## src/design/dou_defs.svh

```systemverilog
`ifndef DOU_DEFS_SVH
`define DOU_DEFS_SVH
`define DOU_W 40
`define DOU_REG_N 8
`define DOU_SEL_W 3
`define DOU_L_LSB 0
`define DOU_L_MSB 15
`define DOU_H_LSB 16
`define DOU_H_MSB 31
`define DOU_E_LSB 32
`define DOU_E_MSB 39
`define DOU_PART_W 16
`define DOU_FILL_W 24
`define DOU_AMT_W 6
`define DOU_AMT_MSB 5
`define DOU_SS_ALIGN 1
`define DOU_HALVE_SH 1
`define DOU_WORD_SH 16
`define DOU_GPR_RST 40'h00_0000_0000
`define DOU_ZERO 40'h00_0000_0000
`define DOU_ONE 40'h00_0000_0001
`define DOU_RND_BIAS 40'h00_0000_8000
`define DOU_RND_MASK 40'hff_ffff_0000
`define DOU_CLIP_MAX 40'h00_7fff_ffff
`define DOU_CLIP_MIN 40'hff_8000_0000
`endif

```

## src/design/dou_pkg.sv

```systemverilog
package dou_pkg;
`include "dou_defs.svh"
	typedef enum logic [5:0]
	{
		nop_op,
		multiply_add_op, multiply_minus_op, signed_unsigned_accum, unsigned_pair_accum,
		halved_accum_multiply, word_shifted_accum_multiply, plain_multiply,
		add_op, immediate_sum_op, sub_op, immediate_difference_op, less_than_compare,
		zeroing_op, plus_one_op, minus_one_op, magnitude_op, twos_complement_op,
		clip_op, rounding_op, leading_bit_count_op, register_copy_op,
		accumulate_add_op, accumulate_minus_op, division_step_op,
		and_op, immediate_conjunction_op, or_op, immediate_disjunction_op,
		xor_op, immediate_exclusive_disjunction_op, invert_op,
		arith_right_shift, imm_arith_right_shift, logic_right_shift,
		imm_logic_right_shift, logic_left_shift, imm_logic_left_shift
	} dou_op_t;

	typedef enum logic [1:0]
	{
		unit_none, unit_mac, unit_alu, unit_shift
	} dou_unit_t;

	typedef struct packed
	{
		dou_op_t               op;
		logic [`DOU_SEL_W-1:0]  dst;
		logic [`DOU_SEL_W-1:0]  src_a;
		logic [`DOU_SEL_W-1:0]  src_b;
		logic [`DOU_PART_W-1:0] imm;
	} dou_instr_t;

	typedef struct packed
	{
		logic                  en;
		logic [`DOU_SEL_W-1:0] sel;
		logic [`DOU_W-1:0]     data;
	} dou_load_t;

	typedef struct packed
	{
		logic zero;
		logic neg;
		logic ovf32;
	} dou_flags_t;
endpackage

```

## src/design/dou_top.sv

```systemverilog
`timescale 1ns/1ps
`include "dou_defs.svh"
module dou_top
(
	input  logic                  clk,
	input  logic                  rst,
	input  logic                  issue_valid,
	input  dou_pkg::dou_instr_t   instr,
	input  dou_pkg::dou_load_t    load,
	input  logic [`DOU_SEL_W-1:0]  peek_sel,
	output logic [`DOU_W-1:0]      peek_data,
	output logic [`DOU_W-1:0]      result,
	output logic [`DOU_SEL_W-1:0]  result_dst,
	output logic                  result_valid,
	output dou_pkg::dou_unit_t    active_unit,
	output dou_pkg::dou_flags_t   flags
);
	logic [`DOU_W-1:0]      regs [`DOU_REG_N];
	logic [`DOU_W-1:0]      next_regs [`DOU_REG_N];
	logic [`DOU_W-1:0]      next_peek_data;
	logic [`DOU_W-1:0]      next_result;
	logic [`DOU_SEL_W-1:0]  next_result_dst;
	logic                  next_result_valid;
	dou_pkg::dou_unit_t    next_active_unit;
	dou_pkg::dou_flags_t   next_flags;

	dou_pkg::dou_unit_t    unit;
	logic                  fire;
	logic [`DOU_W-1:0]      dst_val;
	logic [`DOU_W-1:0]      opa;
	logic [`DOU_W-1:0]      opb_reg;
	logic [`DOU_W-1:0]      opb;
	logic [`DOU_W-1:0]      imm_ext;
	logic [`DOU_W-1:0]      mac_res;
	logic [`DOU_W-1:0]      shift_res;
	logic [`DOU_W-1:0]      alu_res;
	logic [`DOU_W-1:0]      unit_res;
	logic [`DOU_W-1:0]      norm_res;
	logic [`DOU_W-1:0]      div_res;
	logic                  shift_left;
	logic                  shift_arith;
	localparam int         EXT_W = `DOU_E_MSB - `DOU_E_LSB + 1;

	// opcode to unit; mixed products exist only as accumulate forms
	function automatic dou_pkg::dou_unit_t unit_of(input dou_pkg::dou_op_t op);
		case (op)
			dou_pkg::multiply_add_op,
			dou_pkg::multiply_minus_op,
			dou_pkg::signed_unsigned_accum,
			dou_pkg::unsigned_pair_accum,
			dou_pkg::halved_accum_multiply,
			dou_pkg::word_shifted_accum_multiply,
			dou_pkg::plain_multiply:        unit_of = dou_pkg::unit_mac;
			dou_pkg::arith_right_shift,
			dou_pkg::imm_arith_right_shift,
			dou_pkg::logic_right_shift,
			dou_pkg::imm_logic_right_shift,
			dou_pkg::logic_left_shift,
			dou_pkg::imm_logic_left_shift:  unit_of = dou_pkg::unit_shift;
			dou_pkg::add_op,
			dou_pkg::immediate_sum_op,
			dou_pkg::sub_op,
			dou_pkg::immediate_difference_op,
			dou_pkg::less_than_compare,
			dou_pkg::zeroing_op,
			dou_pkg::plus_one_op,
			dou_pkg::minus_one_op,
			dou_pkg::magnitude_op,
			dou_pkg::twos_complement_op,
			dou_pkg::clip_op,
			dou_pkg::rounding_op,
			dou_pkg::leading_bit_count_op,
			dou_pkg::register_copy_op,
			dou_pkg::accumulate_add_op,
			dou_pkg::accumulate_minus_op,
			dou_pkg::division_step_op,
			dou_pkg::and_op,
			dou_pkg::immediate_conjunction_op,
			dou_pkg::or_op,
			dou_pkg::immediate_disjunction_op,
			dou_pkg::xor_op,
			dou_pkg::immediate_exclusive_disjunction_op,
			dou_pkg::invert_op:             unit_of = dou_pkg::unit_alu;
			// nop and stray codes of the 6-bit field never write the file
			default:                        unit_of = dou_pkg::unit_none;
		endcase
	endfunction

	// less-than has no immediate form by construction
	function automatic logic takes_imm(input dou_pkg::dou_op_t op);
		case (op)
			dou_pkg::immediate_sum_op,
			dou_pkg::immediate_difference_op,
			dou_pkg::immediate_conjunction_op,
			dou_pkg::immediate_disjunction_op,
			dou_pkg::immediate_exclusive_disjunction_op,
			dou_pkg::imm_arith_right_shift,
			dou_pkg::imm_logic_right_shift,
			dou_pkg::imm_logic_left_shift:  takes_imm = 1'b1;
			default:                        takes_imm = 1'b0;
		endcase
	endfunction

	// decoding is one-hot by unit, so two units never write together
	assign unit = unit_of(instr.op);
	assign fire = issue_valid && (unit != dou_pkg::unit_none);

	// every operand port reads the file independently
	assign dst_val = regs[instr.dst];
	assign opa = regs[instr.src_a];
	assign opb_reg = regs[instr.src_b];
	assign imm_ext = {{`DOU_FILL_W{1'b0}}, instr.imm};
	assign opb = takes_imm(instr.op) ? imm_ext : opb_reg;

	assign shift_left = (instr.op == dou_pkg::logic_left_shift) ||
		(instr.op == dou_pkg::imm_logic_left_shift);
	assign shift_arith = (instr.op == dou_pkg::arith_right_shift) ||
		(instr.op == dou_pkg::imm_arith_right_shift);

	// multiplier always reads register b; immediates never feed it
	dou_mac u_mac
	(
		.op     (instr.op),
		.acc    (dst_val),
		.src_a  (opa),
		.src_b  (opb_reg),
		.result (mac_res)
	);

	// amount bits 39..6 are dropped at the port
	dou_shifter
	#(
		.W  (`DOU_W),
		.AW (`DOU_AMT_W)
	)
	u_shifter
	(
		.value  (opa),
		.amount (opb[`DOU_AMT_MSB:0]),
		.left   (shift_left),
		.arith  (shift_arith),
		.result (shift_res)
	);

	// redundant sign bits, the normalising distance
	always_comb
	begin
		logic found;
		found = 1'b0;
		norm_res = `DOU_ZERO;
		for (int k = `DOU_W - 2; k >= 0; k--)
		begin
			if (!found && (opa[k] == opa[`DOU_W-1]))
			begin
				norm_res = norm_res + `DOU_ONE;
			end
			else
			begin
				found = 1'b1;
			end
		end
	end

	// one restoring step: divisor in high part, quotient into lsb
	always_comb
	begin
		logic [`DOU_W-1:0] shifted;
		logic [`DOU_W-1:0] divisor;
		logic [`DOU_W-1:0] trial;
		shifted = {dst_val[`DOU_W-2:0], 1'b0};
		divisor = {{(`DOU_W-`DOU_H_MSB-1){1'b0}}, opa[`DOU_H_MSB:`DOU_H_LSB], {`DOU_H_LSB{1'b0}}};
		trial = shifted - divisor;
		div_res = trial[`DOU_W-1] ? shifted : (trial | `DOU_ONE);
	end

	// register parts: low 15..0, high 31..16, extension 39..32
	always_comb
	begin
		case (instr.op)
			dou_pkg::add_op,
			dou_pkg::immediate_sum_op:         alu_res = opa + opb;
			dou_pkg::sub_op,
			dou_pkg::immediate_difference_op:  alu_res = opa - opb;
			// compare is signed over all 40 bits
			dou_pkg::less_than_compare:        alu_res = ($signed(opa) < $signed(opb)) ? `DOU_ONE : `DOU_ZERO;
			dou_pkg::zeroing_op:               alu_res = `DOU_ZERO;
			dou_pkg::plus_one_op:              alu_res = opa + `DOU_ONE;
			dou_pkg::minus_one_op:             alu_res = opa - `DOU_ONE;
			dou_pkg::magnitude_op:             alu_res = opa[`DOU_W-1] ? -opa : opa;
			dou_pkg::twos_complement_op:       alu_res = -opa;
			// clip saturates to the 32-bit fixed-point range
			dou_pkg::clip_op:
			begin
				if ($signed(opa) > $signed(`DOU_CLIP_MAX))
					alu_res = `DOU_CLIP_MAX;
				else if ($signed(opa) < $signed(`DOU_CLIP_MIN))
					alu_res = `DOU_CLIP_MIN;
				else
					alu_res = opa;
			end
			// rounds into the high part, low part cleared
			dou_pkg::rounding_op:              alu_res = (opa + `DOU_RND_BIAS) & `DOU_RND_MASK;
			dou_pkg::leading_bit_count_op:     alu_res = norm_res;
			dou_pkg::register_copy_op:         alu_res = opa;
			dou_pkg::accumulate_add_op:        alu_res = dst_val + opa;
			dou_pkg::accumulate_minus_op:      alu_res = dst_val - opa;
			dou_pkg::division_step_op:         alu_res = div_res;
			dou_pkg::and_op,
			dou_pkg::immediate_conjunction_op: alu_res = opa & opb;
			dou_pkg::or_op,
			dou_pkg::immediate_disjunction_op: alu_res = opa | opb;
			dou_pkg::xor_op,
			dou_pkg::immediate_exclusive_disjunction_op: alu_res = opa ^ opb;
			dou_pkg::invert_op:                alu_res = ~opa;
			default:                           alu_res = `DOU_ZERO;
		endcase
	end

	// full 40-bit result from exactly one unit
	always_comb
	begin
		case (unit)
			dou_pkg::unit_mac:   unit_res = mac_res;
			dou_pkg::unit_alu:   unit_res = alu_res;
			dou_pkg::unit_shift: unit_res = shift_res;
			default:             unit_res = `DOU_ZERO;
		endcase
	end

	// file writes; instruction beats a same-cycle load to one register
	always_comb
	begin
		for (int r = 0; r < `DOU_REG_N; r++)
		begin
			next_regs[r] = regs[r];
		end
		if (load.en)
		begin
			next_regs[load.sel] = load.data;
		end
		if (fire)
		begin
			next_regs[instr.dst] = unit_res;
		end
	end

	// result port and status track the last instruction only
	always_comb
	begin
		next_result = result;
		next_result_dst = result_dst;
		next_result_valid = fire;
		next_active_unit = issue_valid ? unit : dou_pkg::unit_none;
		next_flags = flags;
		next_peek_data = regs[peek_sel];
		if (fire)
		begin
			next_result = unit_res;
			next_result_dst = instr.dst;
			next_flags.zero = (unit_res == `DOU_ZERO);
			next_flags.neg = unit_res[`DOU_W-1];
			// extension not a copy of bit 31 means 32-bit overflow
			next_flags.ovf32 = (unit_res[`DOU_E_MSB:`DOU_E_LSB] != {EXT_W{unit_res[`DOU_H_MSB]}});
		end
	end

	// all eight entries clear on reset
	always_ff @(posedge clk)
	begin
		if (rst)
		begin
			for (int r = 0; r < `DOU_REG_N; r++)
			begin
				regs[r] <= `DOU_GPR_RST;
			end
		end
		else
		begin
			regs <= next_regs;
		end
	end

	// outputs come straight from flops
	always_ff @(posedge clk)
	begin
		if (rst)
		begin
			result <= `DOU_ZERO;
			result_dst <= '0;
			result_valid <= 1'b0;
			active_unit <= dou_pkg::unit_none;
			flags <= '0;
			peek_data <= `DOU_ZERO;
		end
		else
		begin
			result <= next_result;
			result_dst <= next_result_dst;
			result_valid <= next_result_valid;
			active_unit <= next_active_unit;
			flags <= next_flags;
			peek_data <= next_peek_data;
		end
	end
endmodule

```

## src/design/dou_mac.sv

```systemverilog
`timescale 1ns/1ps
`include "dou_defs.svh"
module dou_mac
(
	input  dou_pkg::dou_op_t   op,
	input  logic [`DOU_W-1:0]   acc,
	input  logic [`DOU_W-1:0]   src_a,
	input  logic [`DOU_W-1:0]   src_b,
	output logic [`DOU_W-1:0]   result
);
	logic signed [`DOU_PART_W-1:0] a_hi;
	logic signed [`DOU_PART_W-1:0] b_hi;
	logic        [`DOU_PART_W-1:0] a_lo;
	logic        [`DOU_PART_W-1:0] b_lo;
	logic signed [31:0]            p_ss;
	logic signed [32:0]            p_su;
	logic        [31:0]            p_uu;
	logic signed [`DOU_W-1:0]      prod_ss;
	logic signed [`DOU_W-1:0]      prod_su;
	logic        [`DOU_W-1:0]      prod_uu;
	logic signed [`DOU_W-1:0]      acc_s;

	// high parts carry the sign in bit 31
	assign a_hi = src_a[`DOU_H_MSB:`DOU_H_LSB];
	assign b_hi = src_b[`DOU_H_MSB:`DOU_H_LSB];
	assign a_lo = src_a[`DOU_L_MSB:`DOU_L_LSB];
	assign b_lo = src_b[`DOU_L_MSB:`DOU_L_LSB];
	assign acc_s = acc;

	assign p_ss = a_hi * b_hi;
	assign p_su = a_hi * $signed({1'b0, b_lo});
	assign p_uu = a_lo * b_lo;

	// fractional product realigned so its point sits at 31/30
	assign prod_ss = `DOU_W'(p_ss) <<< `DOU_SS_ALIGN;
	assign prod_su = `DOU_W'(p_su);
	assign prod_uu = `DOU_W'(p_uu);

	always_comb
	begin
		case (op)
			dou_pkg::multiply_add_op:             result = acc + prod_ss;
			dou_pkg::multiply_minus_op:           result = acc - prod_ss;
			dou_pkg::signed_unsigned_accum:       result = acc + prod_su;
			dou_pkg::unsigned_pair_accum:         result = acc + prod_uu;
			// input shifter keeps the sign of the accumulator
			dou_pkg::halved_accum_multiply:       result = (acc_s >>> `DOU_HALVE_SH) + prod_ss;
			dou_pkg::word_shifted_accum_multiply: result = (acc_s >>> `DOU_WORD_SH) + prod_ss;
			dou_pkg::plain_multiply:              result = prod_ss;
			default:                              result = `DOU_ZERO;
		endcase
	end
endmodule

```

## src/design/dou_shifter.sv

```systemverilog
`timescale 1ns/1ps
module dou_shifter
#(
	parameter int W  = 40,
	parameter int AW = 6
)
(
	input  logic [W-1:0]  value,
	input  logic [AW-1:0] amount,
	input  logic          left,
	input  logic          arith,
	output logic [W-1:0]  result
);
	logic [AW:0][W-1:0] stage;
	logic               fill;

	// only bit 39 is replicated, and only for the arithmetic kind
	assign fill = arith & value[W-1];
	assign stage[0] = value;

	// log-depth stages: whole shift settles in one cycle
	genvar i;
	generate
		for (i = 0; i < AW; i++)
		begin : g_stage
			localparam int S = 1 << i;
			assign stage[i+1] = !amount[i] ? stage[i] :
				left ? {stage[i][W-1-S:0], {S{1'b0}}} :
				{{S{fill}}, stage[i][W-1:S]};
		end
	endgenerate

	// amounts past 39 fall out naturally as full fill
	assign result = stage[AW];
endmodule

```

## config.mk

```make
export PLATFORM = sky130hd
export DESIGN_NAME = dou_top
export DESIGN_NICKNAME = d
export VERILOG_FILES = /design/src/design/dou_pkg.sv /design/src/design/dou_top.sv /design/src/design/dou_mac.sv /design/src/design/dou_shifter.sv
export VERILOG_INCLUDE_DIRS = /design/src /design/src/design
export SDC_FILE = /design/constraint.sdc
export NUM_CORES = 2
export LEC_CHECK = 0
export ABC_AREA = 1
export ABC_CLOCK_PERIOD_IN_PS = 58000
export BUFFER_PORTS_ARGS = -buffer_cell sky130_fd_sc_hd__buf_2
export CELL_PAD_IN_SITES_DETAIL_PLACEMENT = 1
export CELL_PAD_IN_SITES_GLOBAL_PLACEMENT = 1
export CORE_UTILIZATION = 30
export DETAILED_ROUTE_END_ITERATION = 8
export PLACE_DENSITY_LB_ADDON = 0.1
export SLEW_MARGIN = 20
export SYNTH_ARGS = -nofsm -noshare
export SYNTH_HDL_FRONTEND = slang
export SYNTH_SLANG_ARGS = --single-unit
```

## constraint.sdc

```tcl
create_clock -name clk -period 58 [get_ports clk]
set_input_delay 5.8 -clock clk [delete_from_list [all_inputs] [get_ports clk]]
set_output_delay 5.8 -clock clk [all_outputs]
set_load 0.005 [all_outputs]
```

==> out/qor.log <==
qor: setup_path.rr_endpoint flags[2]
qor: placed_design.place.detailed.instances 16939
qor: power_and_ir_drop.power.share.combinational 85.4%
qor: setup_path.slowest_stage_delay_on_critical_path 0.58 ns
qor: setup_path.critical_path_arrival 32.53 ns
qor: placed_design.dpl_cell_area 90800 um2
qor: synth.synth-warning-count 0
qor: global_route.grt_antenna_before_repair 54
qor: global_route.pin_count_of_the_biggest_net_entering_global_routing 105
qor: detailed_routing.postRouteAntennaNets 0
qor: detailed_routing.dr_total_vias 98985
qor: synth.synth.avg_cell_area 6.36 um2
qor: detailed_routing.avgViaCountPerCell 5.81
qor: synth.asyncSetResetFlopFracSynth 0%
qor: synth.synth.distinct_cells 83
qor: sta.maxClockFrequency 31.3 MHz
qor: power_and_ir_drop.switching_power 2.79 mW
qor: power_and_ir_drop.sw_frac_of_total 62.8%
qor: synth.post_synth_main_area_contributors sky130_fd_sc_hd__fa_1 16%, sky130_fd_sc_hd__nand2_1 11%, sky130_fd_sc_hd__ha_1 11%
qor: synth.yosysTopAreaCell sky130_fd_sc_hd__fa_1
qor: setup_path.timing.reg2reg.worst_path_depth 153
qor: power_and_ir_drop.clock_power_share 7.6%
qor: job.max-cap-violations 0
qor: cts.cts_repair_resize_count 0
qor: placed_design.numPortBuffers 169
qor: min_path.worst_hold_path_type register to register
qor: sta.final.setup_skew 0.0412 ns
qor: floorplanning.floorplan_die_area 286000 um2
qor: power_and_ir_drop.p_total 4.45 mW
qor: power_and_ir_drop.cellPowerDensity 48.1 nW/um2
qor: detailed_routing.detail_route.drc_violations 0
qor: synth.synth-seq-cells 408
qor: min_path.hold-path-endpoint result[25]
qor: synth.post_synth_inst_count 13404
qor: synth.syn_nets 14898
qor: final_layout.flow.area_growth_from_synthesis 8.53%
qor: setup_path.required 58.57 ns
qor: synth.edff_count_synth 0
qor: final_layout.fraction_of_final_layout_cells_sized_beyond_drive_strength_1 7.70%
qor: setup_path.path_common_cell sky130_fd_sc_hd__nand2_1
qor: sta.grt_setup_unrepaired no
qor: cts.cts_post_setup_buffers_inserted 0
qor: floorplanning.dieWidth 535 um
qor: power_and_ir_drop.cellLeakagePower 46.8 nW
qor: placed_design.place_congestion 1.01
qor: sta.finalMaxSlewViolations 0
qor: setup_path.setup.worst_path.end_class register
qor: final_layout.stdcell_count 17038
qor: cts.clock_insertion_delay_worst_skew 0.65 ns
qor: floorplanning.y_dimension_of_the_die 535 um
qor: synth.yosysSeqAreaShare 9.59%
qor: outcome.outcome completed
qor: cts.clk_buf_depth 3
qor: global_route.global_route.usage.total 36.6%
qor: setup_path.critical_path.max_fanout 24
qor: detailed_routing.initialDrtViolationCount 9754
qor: cts.numCtsBuffers 45
qor: cts.h-tree-depth 2
qor: power_and_ir_drop.worst_ir_drop_vdd 0.0000940 V
qor: sta.setup_total_negative_slack 0 ns
qor: synth.yosys.cell_count.top_type sky130_fd_sc_hd__nand2_1
qor: global_route.total_overflow_reported_by_the_global_router 0
qor: setup_path.cp-startpoint instr[21]
qor: cts.cts.sinks 408
qor: detailed_routing.routed_wl 538 mm
qor: sta.slew_headroom 12.8%
qor: power_and_ir_drop.internal-power 1.66 mW
qor: final_layout.postLayoutCellArea 92500 um2
qor: global_route.grt_pass1_wl 751 mm
qor: setup_path.r2r_setup_slack 32.01 ns
qor: floorplanning.placementRows 195
qor: sta.report.final.setup_viol 0
qor: placed_design.dp_wirelength 410 mm
qor: global_route.grt_pass1_vias 98728
qor: cts.cts.clk_slew.worst_paths 0.07 ns
qor: sta.finalHoldViolations 0
qor: min_path.hp_start result[25]
qor: setup_path.timing.critical_path.slowest_stage_cell sky130_fd_sc_hd__buf_4
qor: sta.timing_worst_slew_pin_value 1.29 ns
qor: sta.post-route-min-period 31.96 ns
qor: synth.mappedNetlistArea 85200 um2
qor: power_and_ir_drop.power.sequential.fraction 7.0%
qor: final_layout.nNetsFinal 14737
qor: cts.cts_tree done
qor: setup_path.timing.setup.critical_path_class input port to register
qor: synth.synthTopCellsByCount 2456 x sky130_fd_sc_hd__nand2_1, 2332 x sky130_fd_sc_hd__inv_1, 1563 x sky130_fd_sc_hd__o21ai_0
qor: sta.post-route-period-util 55.1%
qor: cts.cts_hold_buf 0
qor: min_path.cells_on_worst_hold_path 2
qor: floorplanning.io_pins 170
qor: setup_path.critical_path.startpoint_type input port
qor: cts.ctsRootBufferMaster sky130_fd_sc_hd__clkbuf_16
qor: detailed_routing.route.detailed.wl_per_inst 31.6 um
qor: setup_path.reg2reg_launch_point regs[78]
qor: floorplanning.placeableCoreArea 282000 um2
qor: synth.main_synth_ff_type sky130_fd_sc_hd__dfxtp_1
qor: floorplanning.initial_core_util 30.2%
qor: synth.synth_largest_type_area_fraction 16.2%
qor: sta.holdWs 0.498 ns
qor: detailed_routing.firstDrtPassIters 6
## worst max-delay path, delay by kind of cell
kind | cells | cell delay, ns
buffers and inverters | 29 | 2.74
adder cells (fa/ha/maj) | 37 | 10.67
AO/OA/AOI/OAI | 7 | 1.48
AND/OR/NAND/NOR | 81 | 11.76
## sequential cells by signal, summed over array words and instances, names as in the netlist
name          count
result_dst        3
result_valid      1
flags             2
peek_data        40
result           40
active_unit       2
regs            320
## worst max-delay path by stage
stage / endpoint / slack (ns) / cells past startpoint
6_report: flags[2] / 26.04 / 154
3_3_place_gp: flags[2] / 25.79 / 155
3_5_place_dp: flags[2] / 25.82 / 154
4_1_cts: flags[2] / 26.43 / 154
5_1_grt: flags[2] / 24.65 / 154
2_1_floorplan: flags[2] / 27.91 / 170
## power by group through the flow
| stage | logic [mW] | registers (mW) | clock network (mW) |
|---|---|---|---|
| after floorplan | 2.38 | 0.312 | 0 |
| after global placement | 3.64 | 0.317 | 0 |
| after detailed placement | 3.72 | 0.317 | 0 |
| after CTS | 3.75 | 0.311 | 0.343 |
| after global routing | 4.16 | 0.313 | 0.353 |
| final | 3.80 | 0.312 | 0.338 |
## stage by stage
stage	util, %	setup WS (ns)
after floorplan	-	27.91
after global placement	32.2	25.79
after detailed placement	32.2	25.82
after CTS	32.7	26.43
after global routing	32.7	24.65
final	32.8	26.04
## cells by family after synthesis
group / Yosys count / share of synthesized area [%]
AND/OR/NAND/NOR: 4535 / 22.7
multiplexers: 9 / 0.106
flip-flops: 408 / 9.59
XOR/XNOR: 176 / 1.82
buffers and inverters: 3125 / 14.1
adder cells (fa/ha/maj): 1413 / 26.8
AO/OA/AOI/OAI: 3738 / 24.9
## cells in the final DEF (no fill, tap or decap), types with 92 or more instances in the layout
cell	synthesis	routed
sky130_fd_sc_hd__o211ai_1	321	321
sky130_fd_sc_hd__fa_1	690	690
sky130_fd_sc_hd__ha_1	723	723
sky130_fd_sc_hd__nand3_1	484	482
sky130_fd_sc_hd__nor2_1	1042	1023
sky130_fd_sc_hd__inv_1	2332	2323
sky130_fd_sc_hd__xor2_1	136	133
sky130_fd_sc_hd__buf_2	9	163
sky130_fd_sc_hd__o22ai_1	119	119
sky130_fd_sc_hd__buf_4	5	344
sky130_fd_sc_hd__o21ai_0	1563	1544
sky130_fd_sc_hd__a21oi_1	1228	1228
sky130_fd_sc_hd__nand2_1	2456	2440
sky130_fd_sc_hd__nand4_1	92	92
sky130_fd_sc_hd__dfxtp_1	408	408
sky130_fd_sc_hd__nand2_2	97	107
sky130_fd_sc_hd__nor3_1	105	94
## layout make-up
class                           count  area [um2]
Antenna cell                       16        40.0
Multi-Input combinational cell   9871       65500
Tap cell                         3743        4680
Timing Repair Buffer              510        3430
Sequential cell                   408        8170
Clock inverter                     21         304
Clock buffer                       62        1300
Inverter                         2407        9070
Fill cell                       36200      190000
## metal layers
layer	wire length (um)	up-vias	track usage (%)
met3	41100	989	5.60
met4	31700	24	18.0
met1	237000	50253	50.1
met5	185	-	0
li1	-	43508	-
met2	228000	4211	55.6
No activity file was read; power rests on OpenSTA's default activity.
